--- src/common/event_status_pkg.sv ---
package event_status_pkg;

  localparam int unsigned REG_WIDTH = 8;

  // reset and clear values
  localparam logic [7:0] MASK_RESET   = 8'h00;
  localparam logic [7:0] STATUS_RESET = 8'h00;
  localparam logic [7:0] STATUS_CLEAR = 8'h00;

  // event bit positions within the status register
  localparam int unsigned BIT_OPC = 0;
  localparam int unsigned BIT_RQC = 1;
  localparam int unsigned BIT_QYE = 2;
  localparam int unsigned BIT_DDE = 3;
  localparam int unsigned BIT_EXE = 4;
  localparam int unsigned BIT_CME = 5;
  localparam int unsigned BIT_URQ = 6;
  localparam int unsigned BIT_PON = 7;

  // bits never set by this unit
  localparam logic [7:0] UNUSED_BITS = 8'h42;

  // decoded argument of the enable-set command:
  // integer part plus the first fractional digit
  typedef struct packed {
    logic [9:0] int_part;
    logic [3:0] frac_digit;
  } mask_arg_type;

  // one query answer
  typedef struct packed {
    logic       valid;
    logic [7:0] value;
  } reply_type;

  // argument limits
  localparam logic [9:0] ARG_MAX       = 10'h0FF;
  localparam logic [3:0] ROUND_UP_FROM = 4'h5;

endpackage

--- src/core/std_event_status_regs.sv ---
`timescale 1ns/10ps
////////////////////////////////////////////////////////////////////////////////
module std_event_status_regs
  import event_status_pkg::*;
(
  // clock and reset
  input  wire logic         i_core_clk,
  input  wire logic         i_rst_n,
  // enable-set command
  input  wire logic         i_mask_wr,
  input  wire mask_arg_type i_mask_arg,
  // queries
  input  wire logic         i_mask_rd,
  input  wire logic         i_status_rd,
  // event sources, one pulse per event
  input  wire logic [7:0]   i_event_set,
  // answers
  output reply_type         o_mask_reply,
  output reply_type         o_status_reply,
  // status state
  output logic [7:0]        o_mask,
  output logic [7:0]        o_status,
  output logic              o_event_summary
);

  ////////////////////////////////////////////////////////////////////////////
  // reset release; the assert stays asynchronous, only the release is timed
  logic       rst_meta_q;
  logic       rst_sync_q;
  logic       rst_n;

  always_ff @(posedge i_core_clk or negedge i_rst_n) begin
    if (!i_rst_n) begin
      rst_meta_q <= 1'b0;
      rst_sync_q <= 1'b0;
    end else begin
      rst_meta_q <= 1'b1;
      rst_sync_q <= rst_meta_q;
    end
  end
  assign rst_n = rst_sync_q;

  ////////////////////////////////////////////////////////////////////////////
  // mask and status registers
  logic [7:0] rounded_arg;
  logic [7:0] mask_q;
  logic [7:0] mask_d;
  logic [7:0] status_q;
  logic [7:0] status_d;
  logic [7:0] events_in;
  reply_type  mask_reply_q;
  reply_type  status_reply_q;
  logic       summary_q;

  mask_arg_round mask_arg_round_i (
    .i_arg   (i_mask_arg),
    .o_value (rounded_arg)
  );

  // binary weight: value passes straight onto bits 7..0
  assign mask_d    = i_mask_wr ? rounded_arg : mask_q;
  // unused bits never latch
  assign events_in = i_event_set & ~UNUSED_BITS;
  // new event in the read cycle wins over the clear, so no event is lost
  // only the query clears here; the separate clear command lives elsewhere
  // one cell per bit; unused bits are masked ahead, so every cell is alike
  for (genvar b = 0; b < REG_WIDTH; b++) begin : g_status_bit
    assign status_d[b] = (i_status_rd ? STATUS_CLEAR[b] : status_q[b]) | events_in[b];
  end

  always_ff @(posedge i_core_clk or negedge rst_n) begin
    if (!rst_n) begin
      mask_q <= MASK_RESET;
      status_q <= STATUS_RESET;
    end else begin
      mask_q <= mask_d;
      status_q <= status_d;
    end
  end

  // reply value follows the register every cycle; only valid marks an answer
  // summary taken from next-state values so it lines up with the registers
  always_ff @(posedge i_core_clk or negedge rst_n) begin
    if (!rst_n) begin
      mask_reply_q <= '0;
      status_reply_q <= '0;
      summary_q <= 1'b0;
    end else begin
      mask_reply_q <= '{valid: i_mask_rd, value: mask_q};
      status_reply_q <= '{valid: i_status_rd, value: status_q};
      summary_q <= |(status_d & mask_d);
    end
  end

  assign o_mask_reply    = mask_reply_q;
  assign o_status_reply  = status_reply_q;
  assign o_mask          = mask_q;
  assign o_status        = status_q;
  assign o_event_summary = summary_q;

  ////////////////////////////////////////////////////////////////////////////
  // checks

  // mask register
  a_mask_load_value: assert property (@(posedge i_core_clk) disable iff (!rst_n)
    i_mask_wr |=> o_mask == $past(rounded_arg))
    else $error("mask not loaded from argument");

  a_mask_saturate: assert property (@(posedge i_core_clk) disable iff (!rst_n)
    (i_mask_wr && i_mask_arg.int_part > ARG_MAX)
    |=> o_mask == ARG_MAX[7:0])
    else $error("oversized argument not saturated");

  a_round_half_up: assert property (@(posedge i_core_clk) disable iff (!rst_n)
    (i_mask_wr && i_mask_arg.int_part < ARG_MAX && i_mask_arg.frac_digit >= ROUND_UP_FROM)
    |=> o_mask == $past(i_mask_arg.int_part[7:0]) + 8'h01)
    else $error("fraction not rounded up");

  a_round_top_end: assert property (@(posedge i_core_clk) disable iff (!rst_n)
    (i_mask_wr && i_mask_arg.int_part == ARG_MAX && i_mask_arg.frac_digit >= ROUND_UP_FROM)
    |=> o_mask == ARG_MAX[7:0])
    else $error("top value rounded past the mask");

  a_round_down: assert property (@(posedge i_core_clk) disable iff (!rst_n)
    (i_mask_wr && i_mask_arg.int_part <= ARG_MAX && i_mask_arg.frac_digit < ROUND_UP_FROM)
    |=> o_mask == $past(i_mask_arg.int_part[7:0]))
    else $error("fraction not dropped");

  a_mask_reset_zero: assert property (@(posedge i_core_clk)
    $rose(rst_n) |-> o_mask == MASK_RESET)
    else $error("mask not zero after reset");

  a_reset_all_idle: assert property (@(posedge i_core_clk)
    $rose(rst_n) |-> o_status == STATUS_RESET && !o_event_summary
    && !o_mask_reply.valid && !o_status_reply.valid)
    else $error("outputs not idle after reset");

  a_mask_query_value: assert property (@(posedge i_core_clk) disable iff (!rst_n)
    (i_mask_rd && !i_mask_wr) |=> o_mask_reply.valid && o_mask_reply.value == o_mask
    && o_mask == $past(o_mask))
    else $error("mask query wrong or altered mask");

  a_mask_query_old: assert property (@(posedge i_core_clk) disable iff (!rst_n)
    (i_mask_rd && i_mask_wr)
    |=> o_mask_reply.value == $past(o_mask))
    else $error("query beside a write not answered with old mask");

  a_mask_reply_pulse: assert property (@(posedge i_core_clk) disable iff (!rst_n)
    ##1 o_mask_reply.valid == $past(i_mask_rd))
    else $error("mask reply not a single pulse");

  a_mask_hold_idle: assert property (@(posedge i_core_clk) disable iff (!rst_n)
    !i_mask_wr
    |=> o_mask == $past(o_mask))
    else $error("mask changed without a write");

  ////////////////////////////////////////////////////////////////////////////
  // status register

  a_status_query_clear: assert property (@(posedge i_core_clk) disable iff (!rst_n)
    (i_status_rd && i_event_set == 8'h00) |=> o_status_reply.valid
    && o_status_reply.value == $past(o_status) && o_status == STATUS_CLEAR)
    else $error("status query not returned then cleared");

  a_status_reply_old: assert property (@(posedge i_core_clk) disable iff (!rst_n)
    i_status_rd
    |=> o_status_reply.value == $past(o_status))
    else $error("status reply not the value before the clear");

  a_status_reply_pulse: assert property (@(posedge i_core_clk) disable iff (!rst_n)
    ##1 o_status_reply.valid == $past(i_status_rd))
    else $error("status reply not a single pulse");

  a_event_not_lost: assert property (@(posedge i_core_clk) disable iff (!rst_n)
    i_status_rd ##0 (i_event_set[BIT_OPC]) |=> o_status[BIT_OPC])
    else $error("event lost on clear");

  a_event_latched: assert property (@(posedge i_core_clk) disable iff (!rst_n)
    ##1 (o_status & $past(events_in)) == $past(events_in))
    else $error("event not latched");

  a_status_keeps_bits: assert property (@(posedge i_core_clk) disable iff (!rst_n)
    !i_status_rd
    |=> (o_status & $past(o_status)) == $past(o_status))
    else $error("status bit lost without a query");

  a_status_no_stray: assert property (@(posedge i_core_clk) disable iff (!rst_n)
    ##1 (o_status & ~$past(o_status) & ~$past(events_in)) == 8'h00)
    else $error("status bit set without an event");

  a_unused_bits_zero: assert property (@(posedge i_core_clk) disable iff (!rst_n)
    (o_status & UNUSED_BITS) == 8'h00)
    else $error("unused status bit set");

  ////////////////////////////////////////////////////////////////////////////
  // event summary

  a_summary_and: assert property (@(posedge i_core_clk) disable iff (!rst_n)
    ##1 o_event_summary == |(o_status & o_mask))
    else $error("summary bit mismatch");

  a_summary_rises: assert property (@(posedge i_core_clk) disable iff (!rst_n)
    (|(events_in & o_mask) && !i_mask_wr)
    |=> o_event_summary)
    else $error("enabled event did not raise summary");

  a_summary_clears: assert property (@(posedge i_core_clk) disable iff (!rst_n)
    (i_status_rd && i_event_set == 8'h00)
    |=> !o_event_summary)
    else $error("summary stayed after status query");

  a_summary_no_mask: assert property (@(posedge i_core_clk) disable iff (!rst_n)
    (o_mask == 8'h00) |-> !o_event_summary)
    else $error("summary set with empty mask");

endmodule // std_event_status_regs

--- src/core/mask_arg_round.sv ---
`timescale 1ns/10ps
// rounds a decimal argument to the nearest integer and clamps it to 0..255
module mask_arg_round
  import event_status_pkg::*;
(
  // argument in
  input  wire mask_arg_type i_arg,
  // rounded result
  output logic [7:0]        o_value
);

  logic [10:0] rounded;
  logic        round_up;

  assign round_up = (i_arg.frac_digit >= ROUND_UP_FROM);
  assign rounded  = {1'b0, i_arg.int_part} + {10'h000, round_up};
  // out of range arguments saturate rather than wrap
  assign o_value  = (rounded > {1'b0, ARG_MAX}) ? ARG_MAX[7:0] : rounded[7:0];

endmodule // mask_arg_round

--- config.mk ---
export PLATFORM = sky130hd
export DESIGN_NAME = std_event_status_regs
export DESIGN_NICKNAME = d
export VERILOG_FILES = /design/src/common/event_status_pkg.sv /design/src/core/std_event_status_regs.sv /design/src/core/mask_arg_round.sv
export SDC_FILE = /design/constraint.sdc
export NUM_CORES = 1
export LEC_CHECK = 0
export ABC_AREA = 0
export BUFFER_PORTS_ARGS = -buffer_cell sky130_fd_sc_hd__buf_2
export CORE_MARGIN = 2
export CORE_UTILIZATION = 48
export CTS_BUF_LIST = sky130_fd_sc_hd__clkbuf_8
export CTS_CLUSTER_SIZE = 8
export DETAILED_ROUTE_END_ITERATION = 16
export HOLD_SLACK_MARGIN = 0.03
export MAX_ROUTING_LAYER = met4
export PLACE_DENSITY = 0.83
export SLEW_MARGIN = 20
export SYNTH_ARGS = -nofsm -noshare
export SYNTH_HDL_FRONTEND = slang
export SYNTH_SLANG_ARGS = --single-unit
--- constraint.sdc ---
create_clock -name i_core_clk -period 1.2 [get_ports i_core_clk]
set_input_delay 0.18 -clock i_core_clk [delete_from_list [all_inputs] [get_ports i_core_clk]]
set_output_delay 0.18 -clock i_core_clk [all_outputs]
set_load 0.005 [all_outputs]
==> impl_metrics.yaml <==
global_route:
  grt_antenna_before_repair: 0
  grt_remaining_overflow: 0
  grt_pass1_vias: 1231
  grt_pass1_wl_um: 5550
  grt_max_degree: 36
  grtUsageTotal_pct: 23.3
layout:
  final_common_cell: "buf_2"
  fin_cells: 236
  n_antenna_cell: 0
  drive_gt1_share_pct: 56.6
  nNetsFinal: 233
  layout_common_cells: "buf_2, dfrtp_1, buf_4"
  area_growth_pct: 56.8
  stdcell_area_mm2: 0.00222
clock_network:
  clock_latency_ns: 0.29
  clk_pin_slew_ns: 0.07
  cts_buffers: 5
  htreeDepth: 2
  cts_tree: "done"
  cts_buffer_depth: 2
  cts.sinks: 37
  clockRootBuffer: "clkbuf_8"
setup_path:
  worst-path-max-fanout: 5
  cp.arrival_ns: 1.73
  critPathRequiredTime_ns: 1.36
  crit_family: "simple AND/OR/NAND/NOR gates"
  cp_cell_sequence: "buf_6, o21ai_2, nand2b_1, ha_4, and2_4, nor4_4, nand2b_4, a21oi_4, a221oi_2, nand4_1"
  max_stage_delay_ns: 0.27
  critPathBufInv: 1
  path_class: "input pin to flop"
  critPathSlowestCell: "a221oi_2"
  crit_path_start_kind: "input pin"
  cp-end-kind: "flop"
detailed_routing:
  viasPerCell: 5.43
  wl_um: 3750
  firstDrtPassIters: 4
  vias: 1282
  wl_per_cell_um: 15.9
  drt-initial-drc-count: 59
  drc_errors: 0
  antenna_left: 0
sta:
  totalNegativeSetupSlack_ns: -1.04
  hold_slack_ns: 0.0926
  final_hold_viol_count: 0
  fin_crit_ns: 1.56
  clock_skew_ns: 0.00256
  max_freq_ghz: 0.639
  setup_viol: 7
  setup_slack_ns: -0.364
  fin_crit_sh_pct: 130
  rsz0062_at_grt: "yes"
  slew_violations: 0
floorplanning:
  core_mm2: 0.00278
  dieArea_mm2: 0.00341
  chipHeight_um: 58.4
  die_w_um: 58.4
  start_util_pct: 51.0
  fp-row-count: 19
  ios: 62
synthesis:
  synth_warnings: 0
  synth-seq-cells: 37
  synth.avg_cell_area_um2: 12.8
  yosysTopAreaCellShare_pct: 65.3
  netlist_instances: 111
  netlist_area_mm2: 0.00142
  synthesis.nets: 140
  synth_top_area_cell: "dfrtp_1"
  ys_seq_area_share_pct: 65.3
  synth_cell_types: 36
  netlist_top_cells_area: "dfrtp_1, a21o_1, nor2_1"
outcome:
  outcome: "finished with violations"
  violations: "setup timing"
place:
  io_buffers: 59
  placed_area_mm2: 0.00193
  dpl.cell_count: 222
  dp_hpwl_um: 2530
  gp_congestion: 0.946
power:
  vdd_drop_max_mv: 1.41
  powerDensity_mw_per_mm2: 1360
  finalPower_w: 0.00302
  p_leak_nw: 1.01
hold_path:
  hold_class: "input pin to flop"
run:
  maxCapViolations: 0
==> flip-flops by register name, indices dropped and copies added, names as in the netlist <==
register	flops
o_event_summary	1
o_mask	8
o_mask_reply	9
o_status	8
o_status_reply	9
rst_meta_q	1
rst_n	1
==> synth_stat cells (all sizes together) <==
library cell  number
o21a               1
and2               1
and4               2
nor4               2
dfrtp             37
nand2              8
mux2i              1
xnor2              1
nor2b              1
nand2b             2
o2111ai            1
o32a               1
o211ai             1
a221oi             1
inv                5
nor3b              1
a21oi              8
nand3b             1
nor2               9
xor2               2
nor4b              1
nand3              4
a21o               5
o21ai              5
clkbuf             1
nand4              2
o32ai              1
conb               1
nor3               3
ha                 2
==> stage by stage <==
stage                     setup slack (ns)  util [%]
after global placement              -0.635      69.5
final                               -0.364      80.0
after global routing                -0.479      80.0
after floorplan                     -0.570         -
after detailed placement            -0.737      69.5
after CTS                           -0.362      78.5
==> power breakdown <==
| group | leakage (nW) | internal [W] | switching, W |
|---|---|---|---|
| Sequential | 0.392 | 0.00131 | 0.0000325 |
| Combinational | 0.551 | 0.000203 | 0.000203 |
| Clock | 0.0681 | 0.000825 | 0.000440 |
| Total | 1.01 | 0.00234 | 0.000676 |
==> kinds of logic after synthesis <==
group,count (synthesis),synth area share (%)
muxes,1,0.705
buffers and inverters,6,1.59
and+or+nand+nor,37,16.5
DFF,37,65.3
adders and majority gates,2,1.76
other,1,0.264
AOI/OAI and AO/OA,24,12.1
xor gates and xnor gates,3,1.85
==> cell type report <==
cell class | instances | area (µm²)
Clock inverter | 3 | 65.1
Clock buffer | 5 | 68.8
Inverter | 5 | 18.8
Multi-Input combinational cell | 68 | 563
Tap cell | 31 | 38.8
Sequential cell | 37 | 926
Timing Repair Buffer | 87 | 544
Fill cell | 187 | 557
==> routing by layer <==
metal  wire length, µm  GRT usage, %  vias to the layer above
met5                 0             -                        -
met4                98          11.3                        0
met3               204          5.93                        9
met2              2110          41.1                       58
met1              1340          23.9                      640
li1                  -             -                      575
==> worst paths after layout <==
path | from | to | slack (ns) | cells past startpoint
worst max-delay path | i_mask_arg[0] | o_event_summary$_DFF_PN0_ | -0.36 | 10
worst min-delay path | i_event_set[4] | o_status[4]$_DFF_PN0_ | 0.09 | 2
worst max register to register | o_mask[3]$_DFF_PN0_ | o_event_summary$_DFF_PN0_ | -0.04 | 5
worst min register to register | rst_n$_DFF_PN0_ | o_status_reply[0]$_DFF_PN0_ | 0.28 | 1
max in group asynchronous | rst_n$_DFF_PN0_ | o_mask_reply[8]$_DFF_PN0_ | 0.61 | 1
min in group asynchronous | i_rst_n | rst_n$_DFF_PN0_ | 0.19 | 2
==> what timing repair did <==
| item | CTS | global route |
|---|---|---|
| pin swaps | 9 | 7 |
| buffers inserted | 3 | 3 |
| setup endpoints to repair | 7 | 9 |
| hold buffers | 2 | 0 |
| hold endpoints to repair | 3 | 0 |
| gates resized for setup | 13 | 11 |
Power figures use the tool's default switching activity.
